**src/rtl/fdc_cmd_regs.svh**
```systemverilog
// constants for the floppy command interpreter
`ifndef FDC_CMD_REGS_SVH
`define FDC_CMD_REGS_SVH
`define OFS_DATA        4'h0
`define OFS_MSR         4'h1
`define OFS_IRQ_STAT    4'h2
`define OFS_IRQ_MASK    4'h3
`define OFS_EXEC_STAT   4'h4
`define OFS_EXEC_CTRL   4'h5
`define OP_MASK         8'h1F
`define OP_READ_ID      8'h0A
`define OP_VERIFY       8'h16
`define OP_VERSION      8'h10
`define OP_WRITE_DATA   8'h05
`define OP_WRITE_DEL    8'h09
`define BIT_MULTI_TRACK 7
`define BIT_DENSITY     6
`define BIT_SKIP_DEL    5
`define BIT_COUNT_EN    7
// arbitrary identifying value for the version answer
`define VERSION_CODE    8'h5A
`define LEN_RW          4'h9
`define LEN_RID         4'h2
`define LEN_RES         3'h7
`define IRQ_RESULT      0
`define IRQ_BADCMD      1
`define IRQ_WIDTH       2
`endif

```
**src/rtl/fdc_cmd_pkg.sv**
```systemverilog
// types for the floppy command interpreter
package fdc_cmd_pkg;
    typedef enum logic [4:0] {
        ST_CMD    = 5'b0_0001,
        ST_EXEC   = 5'b0_0010,
        ST_RESULT = 5'b0_0100,
        ST_WDATA  = 5'b0_1000,
        ST_VDONE  = 5'b1_0000
    } phase_t;
    typedef enum logic [2:0] {
        K_NONE, K_READ_ID, K_VERIFY, K_VERSION, K_WRITE, K_WRITE_DEL
    } cmd_kind_t;
endpackage

```
**src/rtl/fdc_drive_if.sv**
```systemverilog
// drive-side signals between interpreter and execution helper
`timescale 1ns/1ps
`default_nettype none
interface fdc_drive_if;
    logic       start;
    logic [2:0] kind;
    logic       id_valid;
    logic       id_ok;
    logic [7:0] id_c;
    logic [7:0] id_h;
    logic [7:0] id_r;
    logic [7:0] id_n;
    logic       done;
    logic       id_found;
    logic [7:0] cap_c;
    logic [7:0] cap_h;
    logic [7:0] cap_r;
    logic [7:0] cap_n;
    modport ctl (output start, output kind, input done, input id_found,
                 input cap_c, input cap_h, input cap_r, input cap_n);
    modport exe (input start, input kind, input id_valid, input id_ok, input id_c,
                 input id_h, input id_r, input id_n, output done, output id_found,
                 output cap_c, output cap_h, output cap_r, output cap_n);
endinterface
`default_nettype wire

```
**src/rtl/fdc_id_capture.sv**
```systemverilog
// captures the first good sector identifier during read-identifier
`timescale 1ns/1ps
`default_nettype none
module fdc_id_capture
    import fdc_cmd_pkg::*;
(
    input  wire logic clk,
    input  wire logic reset_n,
    input  wire logic exec_done,
    fdc_drive_if.exe  drv
);
    logic armed_q;
    logic live;
    logic hit;
    // live in the start cycle too, so an early good id is not missed
    assign live = armed_q || drv.start;
    assign hit = live && drv.id_valid && drv.id_ok;
    assign drv.done = (live && drv.kind == 3'(K_READ_ID)) ? hit : (live && exec_done);
    always_ff @(posedge clk or negedge reset_n) begin
        if (!reset_n) begin
            armed_q      <= 1'b0;
            drv.id_found <= 1'b0;
            drv.cap_c    <= 8'h00;
            drv.cap_h    <= 8'h00;
            drv.cap_r    <= 8'h00;
            drv.cap_n    <= 8'h00;
        end else begin
            armed_q <= live && !drv.done;
            if (drv.start) begin
                drv.id_found <= 1'b0;
            end
            if (hit) begin
                drv.id_found <= 1'b1;
                drv.cap_c    <= drv.id_c;
                drv.cap_h    <= drv.id_h;
                drv.cap_r    <= drv.id_r;
                drv.cap_n    <= drv.id_n;
            end
        end
    end
endmodule
`default_nettype wire

```
**src/rtl/fdc_result_mux.sv**
```systemverilog
// selects the result byte by position
`timescale 1ns/1ps
`default_nettype none
module fdc_result_mux (
    input  wire logic [2:0] idx,
    input  wire logic       single,
    input  wire logic [7:0] single_byte,
    input  wire logic [7:0] st_a,
    input  wire logic [7:0] st_b,
    input  wire logic [7:0] st_c,
    input  wire logic [7:0] id_c,
    input  wire logic [7:0] id_h,
    input  wire logic [7:0] id_r,
    input  wire logic [7:0] id_n,
    output logic      [7:0] sel
);
    logic [7:0] seq;
    assign seq = (idx == 3'd0) ? st_a : (idx == 3'd1) ? st_b : (idx == 3'd2) ? st_c :
                 (idx == 3'd3) ? id_c : (idx == 3'd4) ? id_h : (idx == 3'd5) ? id_r : id_n;
    assign sel = single ? single_byte : seq;
endmodule
`default_nettype wire

```
**src/rtl/fdc_cmd_decode.sv**
```systemverilog
// command/result sequencer for read-id, verify, version and writes
//
// Decided for this implementation: strobed register access and the register addresses.
`timescale 1ns/1ps
`default_nettype none
`include "fdc_cmd_regs.svh"
module fdc_cmd_decode
    import fdc_cmd_pkg::*;
(
    input  wire logic       clk,
    input  wire logic       reset_n,
    input  wire logic [3:0] addr,
    input  wire logic [7:0] wdata,
    input  wire logic       wr_stb,
    input  wire logic       rd_stb,
    output logic      [7:0] rdata,
    output logic            irq,
    input  wire logic       id_valid,
    input  wire logic       id_ok,
    input  wire logic [7:0] id_c,
    input  wire logic [7:0] id_h,
    input  wire logic [7:0] id_r,
    input  wire logic [7:0] id_n,
    input  wire logic       exec_done,
    input  wire logic [7:0] exec_st_a,
    input  wire logic [7:0] exec_st_b,
    input  wire logic [7:0] exec_st_c,
    input  wire logic [7:0] exec_c,
    input  wire logic [7:0] exec_h,
    input  wire logic [7:0] exec_r,
    input  wire logic [7:0] exec_n,
    output logic            disk_wr_valid,
    output logic      [7:0] disk_wr_data,
    output logic            disk_rd_xfer
);
    function automatic cmd_kind_t decode_op(input logic [7:0] op);
        logic [7:0] lo;
        lo = op & `OP_MASK;
        if (op == `OP_VERSION) decode_op = K_VERSION;
        else if (lo == `OP_READ_ID && !op[7] && !op[5]) decode_op = K_READ_ID;
        else if (lo == `OP_VERIFY) decode_op = K_VERIFY;
        else if (lo == `OP_WRITE_DATA && !op[5]) decode_op = K_WRITE;
        else if (lo == `OP_WRITE_DEL && !op[5]) decode_op = K_WRITE_DEL;
        else decode_op = K_NONE;
    endfunction

    phase_t     phase_q;
    cmd_kind_t  kind_q;
    logic [3:0] cnt_q;
    logic [2:0] ridx_q;
    logic [7:0] prm_q [0:8];
    logic [7:0] rdata_q;
    logic [7:0] st_a_q;
    logic [7:0] st_b_q;
    logic [7:0] st_c_q;
    logic [7:0] res_c_q;
    logic [7:0] res_h_q;
    logic [7:0] res_r_q;
    logic [7:0] res_n_q;
    logic [`IRQ_WIDTH-1:0] irq_stat_q;
    logic [`IRQ_WIDTH-1:0] irq_mask_q;
    logic [7:0] exec_ctrl_q;
    logic       start_q;
    logic       wdata_vld_q;
    logic [7:0] wdata_q;

    fdc_drive_if drv();

    wire data_wr   = wr_stb && addr == `OFS_DATA;
    wire data_rd   = rd_stb && addr == `OFS_DATA;
    wire cmd_wr    = data_wr && phase_q == ST_CMD;
    wire first_wr  = cmd_wr && cnt_q == 4'd0;
    wire cmd_kind_t new_kind = decode_op(wdata);
    wire [3:0] need = (kind_q == K_READ_ID) ? `LEN_RID : `LEN_RW;
    wire last_prm  = cmd_wr && cnt_q != 4'd0 && cnt_q == need - 4'd1;
    wire ver_cmd   = first_wr && new_kind == K_VERSION;
    wire bad_cmd   = first_wr && new_kind == K_NONE;
    wire res_rd    = data_rd && phase_q == ST_RESULT;
    wire single    = kind_q == K_VERSION;
    wire res_last  = res_rd && (single || ridx_q == `LEN_RES - 3'd1);
    wire is_write  = kind_q == K_WRITE || kind_q == K_WRITE_DEL;
    wire wr_stream = data_wr && phase_q == ST_EXEC && is_write;
    wire [`IRQ_WIDTH-1:0] irq_ev = {bad_cmd, res_last};
    wire [7:0] res_byte;
    wire [7:0] msr = {phase_q == ST_CMD || (phase_q == ST_EXEC && is_write),
                      phase_q == ST_RESULT, phase_q == ST_EXEC, phase_q != ST_CMD, 1'b0, kind_q};

    assign drv.start = start_q;
    assign drv.kind  = kind_q;
    assign drv.id_valid = id_valid;
    assign drv.id_ok = id_ok;
    assign drv.id_c  = id_c;
    assign drv.id_h  = id_h;
    assign drv.id_r  = id_r;
    assign drv.id_n  = id_n;

    fdc_id_capture u_cap (
        .clk       (clk),
        .reset_n   (reset_n),
        .exec_done (exec_done),
        .drv       (drv.exe)
    );

    fdc_result_mux u_mux (
        .idx         (ridx_q),
        .single      (single),
        .single_byte (`VERSION_CODE),
        .st_a        (st_a_q),
        .st_b        (st_b_q),
        .st_c        (st_c_q),
        .id_c        (res_c_q),
        .id_h        (res_h_q),
        .id_r        (res_r_q),
        .id_n        (res_n_q),
        .sel         (res_byte)
    );

    wire [7:0] rd_mux = (addr == `OFS_DATA)      ? (phase_q == ST_RESULT ? res_byte : 8'h00) :
                        (addr == `OFS_MSR)       ? msr :
                        (addr == `OFS_IRQ_STAT)  ? {6'h00, irq_stat_q} :
                        (addr == `OFS_IRQ_MASK)  ? {6'h00, irq_mask_q} :
                        (addr == `OFS_EXEC_STAT) ? {7'h00, drv.id_found} :
                        (addr == `OFS_EXEC_CTRL) ? exec_ctrl_q : 8'h00;

    assign rdata = rdata_q;
    assign irq = |(irq_stat_q & irq_mask_q);
    assign disk_wr_valid = wdata_vld_q;
    assign disk_wr_data = wdata_q;
    assign disk_rd_xfer = 1'b0;

    always_ff @(posedge clk or negedge reset_n) begin
        if (!reset_n) begin
            rdata_q     <= 8'h00;
            irq_stat_q  <= '0;
            irq_mask_q  <= '0;
            exec_ctrl_q <= 8'h00;
            wdata_vld_q <= 1'b0;
            wdata_q     <= 8'h00;
        end else begin
            rdata_q     <= rd_stb ? rd_mux : 8'h00;
            irq_stat_q  <= (irq_stat_q & ~((wr_stb && addr == `OFS_IRQ_STAT) ? wdata[1:0] : 2'b00)) | irq_ev;
            if (wr_stb && addr == `OFS_IRQ_MASK) irq_mask_q <= wdata[1:0];
            if (wr_stb && addr == `OFS_EXEC_CTRL) exec_ctrl_q <= wdata;
            wdata_vld_q <= wr_stream;
            if (wr_stream) wdata_q <= wdata;
        end
    end

    always_ff @(posedge clk or negedge reset_n) begin
        if (!reset_n) begin
            phase_q <= ST_CMD;
            kind_q  <= K_NONE;
            cnt_q   <= 4'd0;
            ridx_q  <= 3'd0;
            start_q <= 1'b0;
        end else begin
            start_q <= 1'b0;
            case (phase_q)
                ST_CMD: begin
                    if (ver_cmd) begin
                        kind_q  <= K_VERSION;
                        ridx_q  <= 3'd0;
                        phase_q <= ST_RESULT;
                    end else if (first_wr && !bad_cmd) begin
                        kind_q <= new_kind;
                        cnt_q  <= 4'd1;
                    end else if (last_prm) begin
                        cnt_q   <= 4'd0;
                        start_q <= 1'b1;
                        phase_q <= ST_EXEC;
                    end else if (cmd_wr && cnt_q != 4'd0) begin
                        cnt_q <= cnt_q + 4'd1;
                    end
                end
                ST_EXEC: begin
                    if (drv.done) begin
                        ridx_q  <= 3'd0;
                        phase_q <= ST_RESULT;
                    end
                end
                ST_RESULT: begin
                    if (res_last) begin
                        kind_q  <= K_NONE;
                        phase_q <= ST_CMD;
                    end else if (res_rd) begin
                        ridx_q <= ridx_q + 3'd1;
                    end
                end
                default: phase_q <= ST_CMD;
            endcase
        end
    end

    always_ff @(posedge clk or negedge reset_n) begin
        if (!reset_n) begin
            for (int i = 0; i < 9; i++) prm_q[i] <= 8'h00;
            st_a_q  <= 8'h00;
            st_b_q  <= 8'h00;
            st_c_q  <= 8'h00;
            res_c_q <= 8'h00;
            res_h_q <= 8'h00;
            res_r_q <= 8'h00;
            res_n_q <= 8'h00;
        end else begin
            if (cmd_wr) prm_q[cnt_q] <= wdata;
            if (phase_q == ST_EXEC && drv.done) begin
                st_a_q <= exec_st_a;
                st_b_q <= exec_st_b;
                st_c_q <= exec_st_c;
                if (kind_q == K_READ_ID) begin
                    res_c_q <= id_c;
                    res_h_q <= id_h;
                    res_r_q <= id_r;
                    res_n_q <= id_n;
                end else begin
                    res_c_q <= exec_c;
                    res_h_q <= exec_h;
                    res_r_q <= exec_r;
                    res_n_q <= exec_n;
                end
            end
        end
    end

    // read-identifier: capture on the ending cycle, kept through the result
    AST_RID_RESULT: assert property (@(posedge clk) disable iff (!reset_n)
        (phase_q == ST_EXEC && kind_q == K_READ_ID && drv.done)
        |=> phase_q == ST_RESULT && res_c_q == $past(id_c) && res_n_q == $past(id_n))
        else $error("read id result not captured");

    AST_RID_FIRST: assert property (@(posedge clk) disable iff (!reset_n)
        (phase_q == ST_EXEC && kind_q == K_READ_ID && id_valid && id_ok) |-> drv.done)
        else $error("good id did not end read id");

    AST_RID_HELD: assert property (@(posedge clk) disable iff (!reset_n)
        (phase_q == ST_RESULT && kind_q == K_READ_ID)
        |-> drv.id_found && {drv.cap_c, drv.cap_h, drv.cap_r, drv.cap_n} == {res_c_q, res_h_q, res_r_q, res_n_q})
        else $error("captured id lost before result");

    // version: straight to a one-byte result
    AST_VER_ONE: assert property (@(posedge clk) disable iff (!reset_n)
        ver_cmd |=> phase_q == ST_RESULT && single)
        else $error("version did not enter result phase");

    AST_VER_CODE: assert property (@(posedge clk) disable iff (!reset_n)
        (res_rd && single) |=> rdata == `VERSION_CODE && phase_q == ST_CMD)
        else $error("version answer wrong");

    // data path: verify moves nothing, writes pass each byte on
    AST_NO_READ_XFER: assert property (@(posedge clk) disable iff (!reset_n)
        (kind_q == K_VERIFY) |-> !disk_wr_valid && !disk_rd_xfer)
        else $error("verify moved data");

    AST_WR_STREAM: assert property (@(posedge clk) disable iff (!reset_n)
        wr_stream |=> disk_wr_valid && disk_wr_data == $past(wdata))
        else $error("write byte not passed on");

    AST_RES_SEVEN: assert property (@(posedge clk) disable iff (!reset_n)
        (res_rd && !single && ridx_q == 3'd6) |=> phase_q == ST_CMD)
        else $error("result did not end after seven");

    // command lengths
    AST_RW_NINE: assert property (@(posedge clk) disable iff (!reset_n)
        (cmd_wr && kind_q == K_WRITE_DEL && cnt_q == 4'd8) |=> phase_q == ST_EXEC && start_q)
        else $error("write deleted length wrong");

    AST_WRITE_NINE: assert property (@(posedge clk) disable iff (!reset_n)
        (cmd_wr && kind_q == K_WRITE && cnt_q == 4'd8) |=> phase_q == ST_EXEC && start_q)
        else $error("write data length wrong");

    AST_VERIFY_NINE: assert property (@(posedge clk) disable iff (!reset_n)
        (cmd_wr && kind_q == K_VERIFY && cnt_q == 4'd8) |=> phase_q == ST_EXEC)
        else $error("verify length wrong");

    AST_RID_TWO: assert property (@(posedge clk) disable iff (!reset_n)
        (cmd_wr && kind_q == K_READ_ID && cnt_q == 4'd1) |=> phase_q == ST_EXEC && start_q)
        else $error("read id length wrong");

    AST_OPCODE_KEPT: assert property (@(posedge clk) disable iff (!reset_n)
        first_wr |=> prm_q[0] == $past(wdata))
        else $error("opcode byte not stored");

    // unknown opcode flagged and dropped
    AST_BAD_IGNORED: assert property (@(posedge clk) disable iff (!reset_n)
        bad_cmd |=> phase_q == ST_CMD && cnt_q == 4'd0 && irq_stat_q[`IRQ_BADCMD])
        else $error("bad opcode not flagged");

    AST_RDATA_IDLE: assert property (@(posedge clk) disable iff (!reset_n)
        !rd_stb |=> rdata == 8'h00)
        else $error("read data not zero outside read");
endmodule
`default_nettype wire

```
**config.mk**
```make
export PLATFORM = sky130hd
export DESIGN_NAME = fdc_cmd_decode
export DESIGN_NICKNAME = d
export VERILOG_FILES = /design/src/rtl/fdc_cmd_pkg.sv /design/src/rtl/fdc_drive_if.sv /design/src/rtl/fdc_id_capture.sv /design/src/rtl/fdc_result_mux.sv /design/src/rtl/fdc_cmd_decode.sv
export VERILOG_INCLUDE_DIRS = /design/src /design/src/rtl
export SDC_FILE = /design/constraint.sdc
export NUM_CORES = 1
export LEC_CHECK = 0
export ABC_AREA = 1
export BUFFER_PORTS_ARGS = -buffer_cell sky130_fd_sc_hd__buf_2
export CAP_MARGIN = 20
export CORE_MARGIN = 2
export CORE_UTILIZATION = 35
export CTS_BUF_LIST = sky130_fd_sc_hd__clkbuf_16
export DETAILED_ROUTE_END_ITERATION = 10
export HOLD_SLACK_MARGIN = 0.03
export MAX_ROUTING_LAYER = met4
export PLACE_DENSITY_LB_ADDON = 0.25
export SLEW_MARGIN = 20
export SYNTH_ARGS = -nofsm -noshare
export SYNTH_HDL_FRONTEND = slang
export SYNTH_HIERARCHICAL = 1
export SYNTH_SLANG_ARGS = --single-unit
```
**constraint.sdc**
```tcl
create_clock -name clk -period 1.8 [get_ports clk]
set_clock_uncertainty 0.15 [all_clocks]
set_input_delay 0.45 -clock clk [delete_from_list [all_inputs] [get_ports clk]]
set_output_delay 0.45 -clock clk [all_outputs]
set_load 0.05 [all_outputs]
```
# --- Word level (Yosys, flattened, before mapping) ---
# Cells that the tools add are included.
word_totals:
  regBits: 103
  inputBits: 107
  out_inout_bits: 19
  wordCells: 162
classes:
  addsub: 3
  n_eq_ne: 34
  muxes: 51
  bitwise: 5
  n_reduce_logical: 49
ops:
  columns: ["operator", "count"]
  rows:
  - ["8-bit two-way mux", 19]
  - ["3-bit two-way mux", 12]
  - ["1-bit logical AND", 27]
  - ["5-bit two-way mux", 5]
  - ["4-bit two-way mux", 4]
  - ["3-bit equality test, second input constant", 5]
  - ["5-bit one-hot mux with 3 select lines", 1]
  - ["3-bit by 2-bit equality test with 1-bit output, second input constant", 4]
  - ["5-bit by 3-bit equality test with 1-bit output, second input constant", 2]
  - ["5-bit by 4-bit equality test with 1-bit output, second input constant", 2]
  - ["2-bit inequality test, second input constant", 5]
  - ["3-bit one-hot mux with 3 select lines", 1]
  - ["4-bit by 2-bit equality test with 1-bit output, second input constant", 2]
  - ["4-bit by 3-bit equality test with 1-bit output, second input constant", 2]
  - ["8-bit by 5-bit equality test with 1-bit output, second input constant", 1]
  - ["4-bit zero test", 2]
  - ["1-bit two-way mux", 7]
  - ["3-bit by 1-bit equality test with 1-bit output, second input constant", 2]
  - ["3-bit zero test", 2]
  - ["3-bit inequality test, second input constant", 2]
  - ["3-bit one-hot mux with 2 select lines", 1]
  - ["3-bit AND reduction", 2]
  - ["3-bit nonzero test", 2]
  - ["5-bit by 1-bit equality test with 1-bit output, second input constant", 1]
  - ["21 further kinds", 29]

# --- Logic depth before layout (Yosys ltp) ---
depth:
  ltp_word: 14
  mapped_depth: 15
  mapped_depth_nobuf: 14

# --- By module ---
# Netlist, hierarchy kept.
by_module_without_submodules:
  columns: ["mod", "instances", "cells_per_inst", "area_each_um2"]
  rows:
  - ["fdc_cmd_decode", 1, 581, 4833.4]
  - ["fdc_id_capture", 1, 155, 1403.8]
  - ["fdc_result_mux", 1, 157, 729.4]

# --- Least setup slack after synthesis ---
# No wires, ideal clock.
synth_path:
  path_type: "register to register"
  startpoint: "register kind_q[1], in the netlist drv.kind[1]"
  endpoint: "register rdata_q[3], in the netlist rdata[3]"
  setup_ps: 63
  arrival_ps: 1734
  required_ps: 1587
  setup_slack_ps: -146
  path_stages_with_launch: 13
  period_less_slack_ps: 1946
  cell_sequence: "dfrtp_1 inv_2 buf_1 nor2_1 clkbuf_1 inv_1 o21ai_0 inv_1 nand2_1 nand2_1 nand2_1 a22o_2 inv_1"
synth_via:
  elab_chain_cells: 5
synth_lines:
  columns: ["element", "line", "source"]
  rows:
  - ["start, declared", "fdc_cmd_decode.sv:48", "cmd_kind_t kind_q;"]
  - ["start signal, assigned", "fdc_cmd_decode.sv:165", "kind_q <= new_kind;"]
  - ["3-bit by 2-bit equality test with 1-bit output", "fdc_cmd_decode.sv:79", "wire single = kind_q == K_VERSION;"]
  - ["via single", "fdc_cmd_decode.sv:79", null]
  - ["8-bit two-way mux", "fdc_result_mux.sv:20", "assign sel = single ? single_byte : seq;"]
  - ["via res_byte[3]", "fdc_cmd_decode.sv:84", "wire [7:0] res_byte;"]
  - ["8-bit two-way mux (2 in series)", "fdc_cmd_decode.sv:118", "wire [7:0] rd_mux = (addr == `OFS_DATA) ? (phase_q == ST_RESULT ? res_byte : 8'h00) :"]
  - ["8-bit two-way mux", "fdc_cmd_decode.sv:140", "rdata_q <= rd_stb ? rd_mux : 8'h00;"]
  - ["end signal, assigned", "fdc_cmd_decode.sv:140", null]
  - ["end, declared", "fdc_cmd_decode.sv:52", "logic [7:0] rdata_q;"]
# The timed path passes the listed nets, and every way through them passes these cells.
# A chain may end at the register's enable or synchronous reset.

# --- Final worst setup path ---
layout_path:
  startpoint: "register ridx_q[0]"
  endpoint: "register rdata_q[0], in the netlist rdata[0]"
layout_via:
  elab_chain_cells: 11
layout_lines:
  columns: ["element", "line", "source"]
  rows:
  - ["start, declared", "fdc_cmd_decode.sv:50", "logic [2:0] ridx_q;"]
  - ["start signal, assigned", "fdc_cmd_decode.sv:186", "ridx_q <= ridx_q + 3'd1;"]
  - ["3-bit equality test", "fdc_result_mux.sv:19", "(idx == 3'd3) ? id_c : (idx == 3'd4) ? id_h : (idx == 3'd5) ? id_r : id_n;"]
  - ["8-bit two-way mux (3 in series)", "fdc_result_mux.sv:19", null]
  - ["8-bit two-way mux (2 in series)", "fdc_result_mux.sv:18", "assign seq = (idx == 3'd0) ? st_a : (idx == 3'd1) ? st_b : (idx == 3'd2) ? st_c :"]
  - ["8-bit two-way mux (*)", "fdc_result_mux.sv:18", null]
  - ["8-bit two-way mux (*)", "fdc_result_mux.sv:20", null]
  - ["via res_byte[0]", "fdc_cmd_decode.sv:84", null]
  - ["8-bit two-way mux (*) (2 in series)", "fdc_cmd_decode.sv:118", null]
  - ["8-bit two-way mux (*)", "fdc_cmd_decode.sv:140", null]
# The timed path passes the listed nets; every way through them passes the cells marked *.

==> metrics.md <==
| Metric | Value |
|---|---|
| Peak Freq | 539 MHz |
| Starting DRT DRC Count | 257 |
| Maximum vdd drop | 0.000527 V |
| CTS clk-pin slew, worst paths | 0.06 ns |
| Final min period | 1.86 ns |
| Largest net degree at the start of global routing | 36 |
| CORE AREA | 0.0159 sq mm |
| Power density cells | 840 mW/mm^2 |
| First-pass GRT wire length | 26.7 mm |
| CP endpoint kind | register |
| Final Non-Filler Cells | 1170 |
| Layout area overhead | 36.0% |
| Final period util | 103% |
| CTS tree | yes |
| Failing checks | negative setup slack |
| R2R setup slack | -0.06 ns |
| GR Util met2 | 33.0% |
| Routed vias | 5535 |
| Congestion Overflow GR | 0 |
| Initial antenna violation count | 0 |
| Detailed-route DRC error count | 0 |
| Pre-Repair DR Iteration Count | 5 |
| Vias per cell | 4.73 |
| Avg Inst Size Synth | 7.54 sq um |
| Status | complete, but fails checks |
| Detailed Place HPWL | 12.1 mm |
| Crit Path Max Fanout | 7 |
| RSZ-0062 raised after global routing | true |
| GRT busiest layer | met2 |
| Setup ws final | -0.0559 ns |
| Hold Crit Class | input pin to register |
| Leak | 3.94 nW |
| Crit Path Class | register to register |
| Max Cap Viol | 0 |
| Share of layout cells above drive strength 1 | 33.9% |
| Number of buffers added on ports | 124 |
| Met1 Track Usage GR | 24.2% |
| Initial core utilization | 35.9% |
| IO Pins | 126 |
| Ys Warns | 6 |
| Clk_lat worst skew | 0.35 ns |
| DIE AREA | 0.0173 sq mm |
| Max Root-Sink Buffers | 2 |
| Grt met3 use | 4.24% |
| RePlAce Congestion | 0.844 |
| Post-route ant nets | 0 |
| Row cnt | 46 |
| Clock Sinks | 101 |
| DIE WIDTH | 132 microns |
| Die height | 132 microns |
| Num CTS Buffers | 9 |
| Final nets | 1061 |
| Average wire per standard cell | 14.0 microns |
| Startpoint Class | register |
| Cells after Synth | 757 |
| Total Power | 6.52 mW |
| Antenna cell count | 0 |
| Worst endpoint required time | 1.89 ns |
| All-layer global routing usage | 19.6% |
| CTS root buf | clkbuf_16 |
| Final setup vio count | 8 |
| Max-slew violation count | 0 |
| Drt total wl | 16.3 mm |
| Vias in the first global route | 5456 |
| Final Hold Vio Count | 0 |
| H-tree Lvls | 3 |
| Fillers | 1613 |
| Worst Path Arrival | 1.95 ns |
| Netlist Area Pre-Place | 0.00571 sq mm |
| DP Cell Count | 1138 |
timing repair:
| item | CTS | global route |
|---|---|---|
| endpoints found under the setup margin | 10 | 75 |
| buffers inserted | 5 | 6 |
| hold buffers | 1 | 0 |
| hold endpoints to repair | 16 | 0 |
| pin swaps | 6 | 16 |
| resized for setup | 18 | 55 |
| cloned | 2 | 3 |
cell type report:
type	instances	area [sq um]	area share (%)
clock buffer	9	225	2.90
clock inverter	6	50.0	0.645
inverter	61	239	3.08
multi-input combinational	571	2990	38.6
sequential	101	2530	32.6
tap	216	270	3.48
timing repair buffer	205	1440	18.6
timing repair inverter	1	7.51	0.0967
flip-flops by register name, indices dropped and copies added (netlist names), 2 cells and up:
name / flops
st_b_q: 8
res_c_q: 8
cnt_q: 4
disk_wr_data: 8
phase_q: 3
st_c_q: 8
rdata: 8
irq_mask_q: 2
irq_stat_q: 2
drv.kind: 3
exec_ctrl_q: 8
res_n_q: 8
res_h_q: 8
res_r_q: 8
ridx_q: 3
st_a_q: 8
metal layers:
metal  share of wire (%)  vias up
met1                  45     2573
met5                   0        -
li1                    -     2837
met4                 1.5        0
met2                  49      110
met3                 4.2       15
worst max-delay path, cell delays in order (launching register included):
cell	delay, ns
dfrtp_2	0.44
buf_6	0.14
nor3_4	0.24
inv_2	0.13
buf_6	0.14
nor2_2	0.07
nor2_1	0.05
nand2_1	0.05
nand2_1	0.04
nand2_1	0.06
nand2_1	0.04
nand2_1	0.06
nand2_1	0.04
nand2_1	0.07
inv_1	0.04
power by group:
| group | switching [mW] | internal, mW |
|---|---|---|
| Sequential | 0.118 | 2.42 |
| Clock | 0.804 | 1.05 |
| Combinational | 1.28 | 0.856 |
| Total | 2.20 | 4.32 |
through the flow:
step / setup TNS, ns / utilization, % / setup slack (ns) / cell area (sq um) / hold slack, ns
2_1_floorplan: 0 / - / 0.0399 / 5740 / 0.00441
3_3_place_gp: -0.475 / 44.2 / -0.0502 / 7030 / 0.199
3_5_place_dp: -0.539 / 44.2 / -0.0674 / 7030 / 0.205
4_1_cts: -0.0592 / 46.8 / -0.0184 / 7440 / 0.144
5_1_grt: -2.99 / 48.9 / -0.226 / 7760 / 0.148
6_report: -0.273 / 48.9 / -0.0559 / 7760 / 0.152
layout by cell type, fill, tap and decap left out, types with 12 or more instances in the layout:
cell type,instances
clkbuf_16,12
nand3_1,71
nand2_1,210
a21oi_1,67
nand4_1,12
a21oi_2,16
nand2_2,13
dfrtp_1,96
inv_1,45
buf_4,61
nor2_1,69
inv_2,16
buf_2,122
o21ai_0,23
path summary, 6_finish.rpt:
path / start / to / cells after the start
setup / recovery: ridx_q[0] / rdata[0] / 14
hold / removal: exec_st_b[1] / st_b_q[1] / 3
setup reg to reg: ridx_q[0] / rdata[0] / 14
hold reg to reg: st_a_q[4] / st_a_q[4] / 2
max in group asynchronous: reset_n / disk_wr_data[2] / 3
min in group asynchronous: reset_n / res_n_q[3] / 2
No activity file was read; power rests on OpenSTA's default activity.
